## src/adcc_defs.svh

```systemverilog
// register map, field positions, reset values and counts of the conversion controller
`ifndef ADCC_DEFS_SVH
`define ADCC_DEFS_SVH

`define ADCC_ADDR_W 5
`define ADCC_OFF_CTRL 5'h00
`define ADCC_OFF_MODE 5'h04
`define ADCC_OFF_RESH 5'h08
`define ADCC_OFF_RESL 5'h0c
`define ADCC_OFF_ISTAT 5'h10
`define ADCC_OFF_IMASK 5'h14

`define ADCC_CTRL_EN_BIT 7
`define ADCC_CTRL_START_BIT 6
`define ADCC_CTRL_CHAN_MSB 3
`define ADCC_CHAN_W 4
`define ADCC_NUM_CHAN 4'hc
`define ADCC_CHAN_BANDGAP 4'hb

`define ADCC_MODE_DIV_MSB 2
`define ADCC_DIV_SEL_W 3
`define ADCC_DIV_CNT_W 7
`define ADCC_DIV_RATIOS 8

`define ADCC_RES_W 12
`define ADCC_RES_TOP 4'hb
`define ADCC_RES_SPLIT 4
`define ADCC_BYTE_W 8
`define ADCC_IRQ_CONV_BIT 3

`define ADCC_CTRL_RST 5'h00
`define ADCC_DIV_RST 3'h0
`define ADCC_BYTE_RST 8'h00
`define ADCC_RES_RST 12'h000
`define ADCC_WORD_ZERO 32'h0000_0000
`define ADCC_NIB_ZERO 4'h0
`define ADCC_IDX_ZERO 4'h0

`endif

```

## src/adcc_pkg.sv

```systemverilog
// types shared by the conversion controller, its checker, the front-end model and the bench
package adcc_pkg;
  `include "adcc_defs.svh"

  typedef enum logic [1:0] {
    ST_IDLE = 2'b00,
    ST_ACQ = 2'b01,
    ST_CONV = 2'b10
  } adcc_state_t;

  typedef struct packed {
    logic enable;
    logic [`ADCC_CHAN_W-1:0] chan;
  } adcc_ctrl_t;

  typedef struct packed {
    logic sample;
    logic [`ADCC_CHAN_W-1:0] chan;
    logic [`ADCC_RES_W-1:0] dacCode;
  } adcc_afe_t;
endpackage

```

## src/adcc_clk_div.sv

```systemverilog
// conversion clock tick generator, divide by 2^sel of the system clock
`timescale 1ns/1ps
`include "adcc_defs.svh"
module adcc_clk_div
  import adcc_pkg::*;
(
  // clock and reset
  input wire logic clk,
  input wire logic srst,
  // control
  input wire logic run,
  input wire logic [`ADCC_DIV_SEL_W-1:0] divSel,
  // one-cycle tick at the end of each conversion clock period
  output logic tick
);
  logic [`ADCC_DIV_CNT_W-1:0] cnt_reg;
  logic [`ADCC_DIV_CNT_W-1:0] cnt_next;
  logic [`ADCC_DIV_RATIOS-1:0] hit;

  // ratio i ends its period when the low i counter bits are all ones
  genvar i;
  generate
    for (i = 0; i < `ADCC_DIV_RATIOS; i++) begin : gHit
      if (i == 0) begin : gOne
        assign hit[i] = 1'b1;
      end else begin : gMany
        assign hit[i] = &cnt_reg[i-1:0];
      end
    end
  endgenerate

  // combinational tick so a divide-by-1 period is exactly one cycle
  assign tick = run & hit[divSel];

  always_comb begin
    cnt_next = cnt_reg + 1'b1;
    // restart from zero so every phase starts on a period boundary
    if (!run) begin
      cnt_next = '0;
    end
  end

  always_ff @(posedge clk) begin
    if (srst) begin
      cnt_reg <= '0;
    end else begin
      cnt_reg <= cnt_next;
    end
  end
endmodule

```

## src/adcc_conv_ctrl.sv

```systemverilog
// successive approximation converter control with Avalon-MM register slave
//
// What this block does
// - writing one to control bit 6 starts a conversion; it reads one when done
// - conversion clock is system clock divided by 1,2,4..128, set by mode field
// - sampling phase lasts exactly one conversion clock period
// - twelve channels: eleven external pins and the internal bandgap input
// - channel select and enable live in control fields apart from start/done
// - reference is always the supply; bandgap is only an input channel
// - 12-bit unsigned code, full swing 4096 at input equal to reference
// - result left-justified over high and low result registers, 16 bits
// - writing zero to the whole control register disables the converter
// - finished conversion sets interrupt status bit 3 regardless of mask
//
// Local design decisions: the register offsets and the Avalon-MM register port.
`timescale 1ns/1ps
`include "adcc_defs.svh"
module adcc_conv_ctrl
  import adcc_pkg::*;
(
  // clock and reset
  input wire logic clk,
  input wire logic srst,
  // avalon-mm slave
  input wire logic [`ADCC_ADDR_W-1:0] address,
  input wire logic read,
  input wire logic write,
  input wire logic [31:0] writedata,
  input wire logic [3:0] byteenable,
  output logic [31:0] readdata,
  output logic waitrequest,
  // analog front end
  output adcc_afe_t afe,
  input wire logic compHigh,
  // interrupt
  output logic irq
);

  // bus slave state
  logic waitReq_reg;
  logic waitReq_next;
  logic [31:0] readData_reg;
  logic [31:0] readData_next;

  // software registers
  adcc_ctrl_t ctrl_reg;
  adcc_ctrl_t ctrl_next;
  logic [`ADCC_DIV_SEL_W-1:0] divSel_reg;
  logic [`ADCC_DIV_SEL_W-1:0] divSel_next;
  logic [`ADCC_BYTE_W-1:0] irqStat_reg;
  logic [`ADCC_BYTE_W-1:0] irqStat_next;
  logic [`ADCC_BYTE_W-1:0] irqMask_reg;
  logic [`ADCC_BYTE_W-1:0] irqMask_next;

  // conversion engine
  adcc_state_t state_reg;
  adcc_state_t state_next;
  logic [`ADCC_CHAN_W-1:0] bitIdx_reg;
  logic [`ADCC_CHAN_W-1:0] bitIdx_next;
  logic [`ADCC_RES_W-1:0] dac_reg;
  logic [`ADCC_RES_W-1:0] dac_next;
  logic [`ADCC_RES_W-1:0] result_reg;
  logic [`ADCC_RES_W-1:0] result_next;
  logic done_reg;
  logic done_next;

  // outputs
  adcc_afe_t afe_reg;
  adcc_afe_t afe_next;
  logic irq_reg;
  logic irq_next;

  // internal strobes
  logic wrAcc;
  logic rdLoad;
  logic ctrlWr;
  logic startReq;
  logic convEnd;
  logic tick;
  logic running;
  logic [`ADCC_BYTE_W-1:0] ctrlRead;
  logic [`ADCC_BYTE_W-1:0] resHigh;
  logic [`ADCC_BYTE_W-1:0] resLow;

  assign readdata = readData_reg;
  assign waitrequest = waitReq_reg;
  assign afe = afe_reg;
  assign irq = irq_reg;

  // one wait state: read data is fetched while waitrequest is high
  assign rdLoad = read & waitReq_reg;
  assign wrAcc = write & ~waitReq_reg & byteenable[0];
  assign ctrlWr = wrAcc && (address == `ADCC_OFF_CTRL);

  // start only from idle with the converter enabled and a real channel
  assign startReq = ctrlWr && writedata[`ADCC_CTRL_START_BIT]
                    && writedata[`ADCC_CTRL_EN_BIT]
                    && (writedata[`ADCC_CTRL_CHAN_MSB:0] < `ADCC_NUM_CHAN)
                    && (state_reg == ST_IDLE);

  assign running = (state_reg != ST_IDLE);
  assign convEnd = (state_reg == ST_CONV) && tick && (bitIdx_reg == `ADCC_IDX_ZERO);

  // control read: enable, start/done, two reserved zeros, channel
  assign ctrlRead = {ctrl_reg.enable, done_reg, 2'b00, ctrl_reg.chan};
  // 12-bit code left-justified over two bytes; software shifts right by 4
  assign resHigh = result_reg[`ADCC_RES_W-1:`ADCC_RES_SPLIT];
  assign resLow = {result_reg[`ADCC_RES_SPLIT-1:0], `ADCC_NIB_ZERO};

  adcc_clk_div uDiv (
    .clk(clk),
    .srst(srst),
    .run(running),
    .divSel(divSel_reg),
    .tick(tick)
  );

  // bus slave
  always_comb begin
    waitReq_next = ~((read | write) & waitReq_reg);
    readData_next = readData_reg;
    if (rdLoad) begin
      case (address)
        `ADCC_OFF_CTRL: readData_next = {24'h00_0000, ctrlRead};
        `ADCC_OFF_MODE: readData_next = {29'h0000_0000, divSel_reg};
        `ADCC_OFF_RESH: readData_next = {24'h00_0000, resHigh};
        `ADCC_OFF_RESL: readData_next = {24'h00_0000, resLow};
        `ADCC_OFF_ISTAT: readData_next = {24'h00_0000, irqStat_reg};
        `ADCC_OFF_IMASK: readData_next = {24'h00_0000, irqMask_reg};
        default: readData_next = `ADCC_WORD_ZERO;
      endcase
    end
  end

  always_ff @(posedge clk) begin
    if (srst) begin
      waitReq_reg <= 1'b1;
      readData_reg <= `ADCC_WORD_ZERO;
    end else begin
      waitReq_reg <= waitReq_next;
      readData_reg <= readData_next;
    end
  end

  // software registers
  always_comb begin
    ctrl_next = ctrl_reg;
    divSel_next = divSel_reg;
    irqMask_next = irqMask_reg;
    irqStat_next = irqStat_reg;
    if (ctrlWr) begin
      // a write of zero clears enable and aborts any conversion
      ctrl_next.enable = writedata[`ADCC_CTRL_EN_BIT];
      ctrl_next.chan = writedata[`ADCC_CTRL_CHAN_MSB:0];
    end
    if (wrAcc && (address == `ADCC_OFF_MODE)) begin
      // a change mid-conversion takes effect at once; the current period ends at the new ratio's next tick
      divSel_next = writedata[`ADCC_MODE_DIV_MSB:0];
    end
    if (wrAcc && (address == `ADCC_OFF_IMASK)) begin
      irqMask_next = writedata[`ADCC_BYTE_W-1:0];
    end
    if (wrAcc && (address == `ADCC_OFF_ISTAT)) begin
      irqStat_next = irqStat_reg & ~writedata[`ADCC_BYTE_W-1:0];
    end
    // set after clear so an event in the clearing cycle survives
    if (convEnd) begin
      irqStat_next[`ADCC_IRQ_CONV_BIT] = 1'b1;
    end
  end

  always_ff @(posedge clk) begin
    if (srst) begin
      ctrl_reg <= `ADCC_CTRL_RST;
      divSel_reg <= `ADCC_DIV_RST;
      irqStat_reg <= `ADCC_BYTE_RST;
      irqMask_reg <= `ADCC_BYTE_RST;
    end else begin
      ctrl_reg <= ctrl_next;
      divSel_reg <= divSel_next;
      irqStat_reg <= irqStat_next;
      irqMask_reg <= irqMask_next;
    end
  end

  // conversion engine: sample one period, then one trial per period from msb down
  always_comb begin
    state_next = state_reg;
    bitIdx_next = bitIdx_reg;
    dac_next = dac_reg;
    result_next = result_reg;
    done_next = done_reg;
    case (state_reg)
      ST_IDLE: begin
        if (startReq) begin
          state_next = ST_ACQ;
          done_next = 1'b0;
        end
      end
      ST_ACQ: begin
        // sampling ends on the first tick, one full period after start
        if (tick) begin
          state_next = ST_CONV;
          bitIdx_next = `ADCC_RES_TOP;
          dac_next = '0;
          dac_next[`ADCC_RES_TOP] = 1'b1;
        end
      end
      ST_CONV: begin
        if (tick) begin
          // trial level is code/4096 of the supply reference
          if (!compHigh) begin
            dac_next[bitIdx_reg] = 1'b0;
          end
          if (bitIdx_reg == `ADCC_IDX_ZERO) begin
            state_next = ST_IDLE;
            done_next = 1'b1;
            // result moves only here, together with the done bit
            result_next = dac_next;
          end else begin
            bitIdx_next = bitIdx_reg - 1'b1;
            dac_next[bitIdx_next] = 1'b1;
          end
        end
      end
      default: begin
        state_next = ST_IDLE;
      end
    endcase
    // disable wins over everything; result and done are left alone
    if (!ctrl_next.enable) begin
      state_next = ST_IDLE;
    end
  end

  always_ff @(posedge clk) begin
    if (srst) begin
      state_reg <= ST_IDLE;
      bitIdx_reg <= `ADCC_IDX_ZERO;
      dac_reg <= `ADCC_RES_RST;
      result_reg <= `ADCC_RES_RST;
      done_reg <= 1'b0;
    end else begin
      state_reg <= state_next;
      bitIdx_reg <= bitIdx_next;
      dac_reg <= dac_next;
      result_reg <= result_next;
      done_reg <= done_next;
    end
  end

  // registered outputs to the front end and the interrupt line
  always_comb begin
    afe_next.sample = (state_next == ST_ACQ);
    // channel 11 is the bandgap; the reference has no select, it is the supply
    afe_next.chan = ctrl_next.chan;
    afe_next.dacCode = dac_next;
    irq_next = |(irqStat_next & irqMask_next);
  end

  always_ff @(posedge clk) begin
    if (srst) begin
      afe_reg <= '0;
      irq_reg <= 1'b0;
    end else begin
      afe_reg <= afe_next;
      irq_reg <= irq_next;
    end
  end
endmodule

```

## config.mk

```make
export PLATFORM = sky130hd
export DESIGN_NAME = adcc_conv_ctrl
export DESIGN_NICKNAME = d
export VERILOG_FILES = /design/src/adcc_pkg.sv /design/src/adcc_clk_div.sv /design/src/adcc_conv_ctrl.sv
export VERILOG_INCLUDE_DIRS = /design/src
export SDC_FILE = /design/constraint.sdc
export NUM_CORES = 1
export LEC_CHECK = 0
export BUFFER_PORTS_ARGS = -buffer_cell sky130_fd_sc_hd__buf_2
export CORE_ASPECT_RATIO = 1.5
export CORE_MARGIN = 8
export CORE_UTILIZATION = 35
export CTS_BUF_LIST = sky130_fd_sc_hd__clkbuf_8
export DETAILED_ROUTE_END_ITERATION = 8
export HOLD_SLACK_MARGIN = 0.1
export PLACE_DENSITY = 0.53
export SLEW_MARGIN = 20
export SYNTH_ARGS = -nofsm -noshare
export SYNTH_HDL_FRONTEND = slang
export SYNTH_SLANG_ARGS = --single-unit
```

## constraint.sdc

```tcl
create_clock -name clk -period 2.3 [get_ports clk]
set_input_delay 0.345 -clock clk [delete_from_list [all_inputs] [get_ports clk]]
set_output_delay 0.345 -clock clk [all_outputs]
set_load 0.005 [all_outputs]
```

# Word level (Yosys, flattened, before mapping)
# Index checks and enable logic that the tools add are counted.
# op_classes
magnitude_cmp	6
muxes	32
shifts	0
bitwise	15
mul	0
eq_ne	13
reduce_logical	30
div_mod_pow	0
addsub	2
# op_table
operator	count
12-bit 2-to-1 mux	6
8-bit case mux with 6 select lines	1
12-bit case mux with 2 select lines	1
8-bit bitwise AND	2
8-bit 2-to-1 mux	2
12-bit bitwise AND	1
1-bit logical AND	12
4-bit 2-to-1 mux	3
12-bit inverter	1
12-bit OR	1
4-bit AND reduction	3
5-bit by 4-bit equality test with 1-bit output, second input constant	2
5-bit equality test, second input constant	2
4-bit by 5-bit less-than comparator with 1-bit output, second input constant	2
2-bit 2-to-1 mux	5
3-bit AND reduction	3
1-bit demux with 4-bit select	2
4-bit by 1-bit greater-or-equal comparator with 1-bit output, second input constant	2
2-bit != test, second input constant	4
8-bit inverter	1
4-bit case mux with 2 select lines	1
8-bit OR reduction	1
7-bit by 1-bit adder with 7-bit output, second input constant	1
1-bit 2-to-1 mux	7
23 further kinds	32
# totals
mem_bits_ro	0
input_bits	46
memories	0
output_inout_bits	51
latch_bits	0
word_cells	113
ram_bits	0
ff_bits	97

# Depth between registers and ports, before layout
# depth
depth_word	13
mapped_depth	9
ltp_nobuf	8

# Hierarchy
# From an unflattened synthesis, not the netlist that was laid out.
# hier_totals
hier_cells	447
hier_area_um2	3827.4
# by_module_without_submodules
module	instances	area_per_inst_um2	cells_each	seq_area_each_um2
adcc_conv_ctrl	1	3475.8	410	1321.3
adcc_clk_div	1	351.6	37	140.1

# Worst setup path after synthesis
# OpenSTA, ideal clock, no wires.
# synth_path
path_kind	register -> register
from	register uDiv.cnt_reg[0]
to	register result_reg[3]
setup_ns	0.070
path_stages_with_launch	8
period_less_slack_ns	1.999
t_arrival_ns	1.928
required_ns	2.230
n_path_buf	1
setup_slack_ns	0.301
path_cell_list	dfxtp_1 > ha_1 > nand2_1 > o41a_1 > a211oi_4 > buf_6 > nand3_1 > a21oi_1
# synth_via
elab_chain_cells	5
word_cells_on_any_way	10
classes_between	mux: 2; bitwise: 1; reduce/logical: 7
# synth_rtl
element	line	text
start, declared	adcc_clk_div.sv:16	logic [`ADCC_DIV_CNT_W-1:0] cnt_reg;
start signal, assigned	adcc_clk_div.sv:47	cnt_reg <= cnt_next;
7-bit AND reduction (tied with other cells)	adcc_clk_div.sv:27	assign hit[i] = &cnt_reg[i-1:0];
1-bit binary-select mux with 3-bit select *	adcc_clk_div.sv:33	assign tick = run & hit[divSel];
1-bit 2-to-1 mux (not written as such) *	adcc_clk_div.sv:33	
1-bit bitwise AND *	adcc_clk_div.sv:33	
3-bit AND reduction (no line) *	n/a	
end signal, assigned	adcc_conv_ctrl.sv:241	result_reg <= `ADCC_RES_RST;
end signal, assigned	adcc_conv_ctrl.sv:247	result_reg <= result_next;
end, declared	adcc_conv_ctrl.sv:62	logic [`ADCC_RES_W-1:0] result_reg;
# Mark *: on every way between the ends. The rest lies on a longest branch, timed or not. The select of a mux whose other input is x is not followed.
# A chain may end at the register's enable or synchronous reset.

# Worst setup path after layout
# layout_path
from	register uDiv.cnt_reg[1]
to	register bitIdx_reg[2]
# layout_via
elab_chain_cells	6
word_cells_on_any_way	12
classes_between	eq/ne: 2; mux: 2; bitwise: 1; reduce/logical: 7
# layout_rtl
element	line	text
7-bit AND reduction (tied with other cells)	adcc_clk_div.sv:27	
1-bit binary-select mux with 3-bit select *	adcc_clk_div.sv:33	
1-bit 2-to-1 mux (not written as such) *	adcc_clk_div.sv:33	
1-bit bitwise AND *	adcc_clk_div.sv:33	
2-bit != test (no line)	n/a	
4-bit AND reduction (no line) *	n/a	
end signal, assigned	adcc_conv_ctrl.sv:239	bitIdx_reg <= `ADCC_IDX_ZERO;
end signal, assigned	adcc_conv_ctrl.sv:245	bitIdx_reg <= bitIdx_next;
end, declared	adcc_conv_ctrl.sv:58	logic [`ADCC_CHAN_W-1:0] bitIdx_reg;
# Marks and branches as above.

==> results.toml <==
[worst_setup_path]
path_depth = 6
crit_path_end_kind = "flop"
startpoint_type = "flop"
max_stage_delay_ns = 0.53
path_class = "reg2reg"
crit_arrival_ns = 2.38
timing.rr.start = "uDiv.cnt_reg[1]"
crit_start = "uDiv.cnt_reg[1]"
crit_path_cell_trace = "ha_1 > nand2_1 > o41a_1 > a21oi_1 > o21ai_0 > a32o_1"
r2r_slack_ns = 0.18
r2r_end = "bitIdx_reg[2]"
cp_num_buf_inv = 0
cp_max_fo = 5
required_ns = 2.56
critPathTopFamily = "compound AO/OA/AOI/OAI gates"
reg2regPathDepth = 6
slowest_stage = "o41a_1"
crit_path_end = "bitIdx_reg[2]"

[clock_network]
clock_sink_count = 73
cts_resized = 0
cts_buffer_depth = 2
path_clk_slew_ns = 0.08
post-cts-setup-buffer-count = 0
ctsHoldBuffers = 0
htree_num_levels = 3
clock_tree.root_cell = "clkbuf_8"
cts_tree = "built"
worstSkewPairLatency_ns = 0.36
numCtsBuffers = 9

[placed_design]
gp_congestion = 0.8236
dp_hpwl_mm = 7.700
io_buffers = 45

[status]
status = "complete, no violations"

[global_route]
gr-total-overflow = 0
antenna_found_initial = 0
grt_usage_pct = 14.32
grt_pass1_vias = 3185
grt_pass1_wl_mm = 16.22
grt_max_degree = 56

[synth]
seq_area_frac_synth_pct = 38.38
yosysMostFrequentCell = "dfxtp_1"
synth-edff-count = 0
yosysTopAreaCell = "dfxtp_1"
yosys.area.top_type_share_pct = 38.38
synth_area_leaders = "dfxtp_1 (38%), a21oi_1 (6.6%), mux2i_1 (6.3%)"
synthDistinctLibCells = 64
yosys-top-cells-count = "dfxtp_1 (73), nand2_1 (57), a21oi_1 (50)"
syn-instance-count = 451
synth-seq-cells = 73
avgSynthCellArea_um2 = 8.442
ys.flop_type = "dfxtp_1"
synthArstFlopShare_pct = 0
synthesis.area_mm2 = 0.003807
yosysWarnings = 0

[floorplanning]
die_area_mm2 = 0.01454
die_height_um = 143.7
coreArea_mm2 = 0.01059
io_pins = 97
die_w_um = 101.2
row_count = 46
initial_core_util_pct = 35.95

[drt]
wl_met1_mm = 4.213
top_layer = "met4"
met3WireLength_um = 556
drt_first_iter_violations = 147
num_vias = 3253
wl_per_cell_um = 15.67
via_per_inst = 5.012
drc = 0
dr.pass1.iters = 4
ant_nets = 0
wl_met2_mm = 5.275
wl_mm = 10.17

[power_and_ir_drop]
vdd_ir_drop_max_v = 0.0002529
cellPowerDensity_mw_per_mm2 = 616.1
seqPwrFrac_pct = 46.5
power_leakage_nw = 1.719
switching_power_mw = 0.5716
clkPwrFrac_pct = 49.4
p_int_mw = 2.149
power_frac_comb_pct = 4.1
switching_share_pct = 21.01

[timing]
hold_viol = 0
finClkSkew_ns = 0.01241
drv_slew = 0
slew_headroom_pct = 59.14
fmax_mhz = 471.4
setup_viol = 0
rsz0062_at_grt = "false"
fin_crit_sh_pct = 92.24
worstMarginPinSlew_ns = 0.6129
whs_ns = 0.1785
setup_tns_ns = 0
period_minus_slack_ns = 2.122

[layout]
antenna_cells = 0
areaGrowthSynthToFinish_pct = 15.97
layout-drive-gt1-share_pct = 18.42
largest_reg_flops = 17
final_net_count = 554

[hold_path]
hp-class = "in2reg"

[job]
cap_violations = 0
==> per-layer routing <==
| metal | GRT usage [%] | vias to the layer above |
|---|---|---|
| met3 | 3.826 | 8 |
| met1 | 16.14 | 1527 |
| li1 | - | 1642 |
| met4 | 5.437 | 0 |
| met5 | 0 | - |
| met2 | 24.86 | 76 |
==> through the flow <==
stage	power, mW	util (%)	setup slack, ns	cell area [µm²]	instances
6_report	2.721	41.69	0.1784	4415	649
5_1_grt	2.811	41.69	0.005151	4415	649
4_1_cts	2.757	41.69	0.1637	4415	649
3_5_place_dp	1.404	39.19	0.1552	4150	634
3_3_place_gp	1.404	39.19	0.1886	4150	634
2_1_floorplan	1.381	-	0.3013	3894	474
==> layout by cell type (no fill, tap or decap), drive strengths merged, types with 2 or more instances in the layout <==
cell type / Yosys / final
a211oi: 3 / 3
a32o: 2 / 2
o21a: 2 / 2
o21ai: 20 / 20
bufinv: 0 / 4
inv: 7 / 7
nor3: 5 / 5
a31o: 3 / 3
and3: 4 / 4
nand2: 57 / 57
a221oi: 2 / 2
clkbuf: 15 / 10
nor4b: 3 / 3
nand3: 12 / 12
and3b: 4 / 4
buf: 31 / 62
xor2: 2 / 2
nor2b: 8 / 8
mux2: 4 / 4
nand4: 2 / 2
a22oi: 3 / 3
nand2b: 5 / 5
conb: 1 / 24
nor2: 43 / 43
dfxtp: 73 / 73
a21boi: 11 / 11
ha: 7 / 7
a21o: 4 / 4
o22ai: 3 / 3
mux2i: 24 / 24
nor3b: 3 / 3
a31oi: 4 / 4
and2: 11 / 11
a32oi: 5 / 5
a21oi: 50 / 50
==> worst min path at each step <==
stage | startpoint | endpoint | slack, ns | cells after the start
4_1_cts | writedata[5] | irqStat_reg[5] | 0.16 | 2
3_3_place_gp | waitrequest | waitrequest | 0.43 | 1
2_1_floorplan | irqStat_reg[5] | irqStat_reg[5] | 0.42 | 2
6_report | writedata[5] | irqStat_reg[5] | 0.18 | 2
3_5_place_dp | waitrequest | waitrequest | 0.44 | 1
5_1_grt | writedata[5] | irqStat_reg[5] | 0.17 | 2
==> worst register-to-register path: stages, from the launching register on <==
cell and delay (ns):
dfxtp_1 0.33, ha_1 0.24, nand2_1 0.12, o41a_1 0.53
a21oi_1 0.26, o21ai_0 0.24, a32o_1 0.31
==> power by group through the flow <==
stage               Combinational (mW)  Sequential, mW  Clock (mW)
floorplan                       0.0852            1.30           0
global placement                 0.108            1.30           0
detailed placement               0.109            1.30           0
CTS                              0.109            1.27        1.38
global route                     0.121            1.27        1.42
finish                           0.111            1.27        1.34
==> layout make-up <==
cell class / instances / area [µm²]
inverter: 7 / 26.28
tap: 144 / 180.2
clock inverter: 5 / 127.6
fill: 1126 / 6175
clock buffer: 10 / 137.6
timing repair buffer: 62 / 365.4
sequential: 73 / 1461
multi-input combinational: 348 / 2117
==> cell families (layout without fill, tap and decap cells) <==
family / after synthesis / in the layout / share of synthesized area, %
mux: 28 / 28 / 7.493
compound gates: 122 / 122 / 20.54
simple gates: 164 / 164 / 22.22
flops: 73 / 73 / 38.38
fa+ha+maj: 7 / 7 / 2.300
xor+xnor: 3 / 3 / 0.6902
buf+inv: 53 / 84 / 8.281
other cells: 1 / 24 / 0.09849
Note: power is estimated with default switching activity, not from simulation.
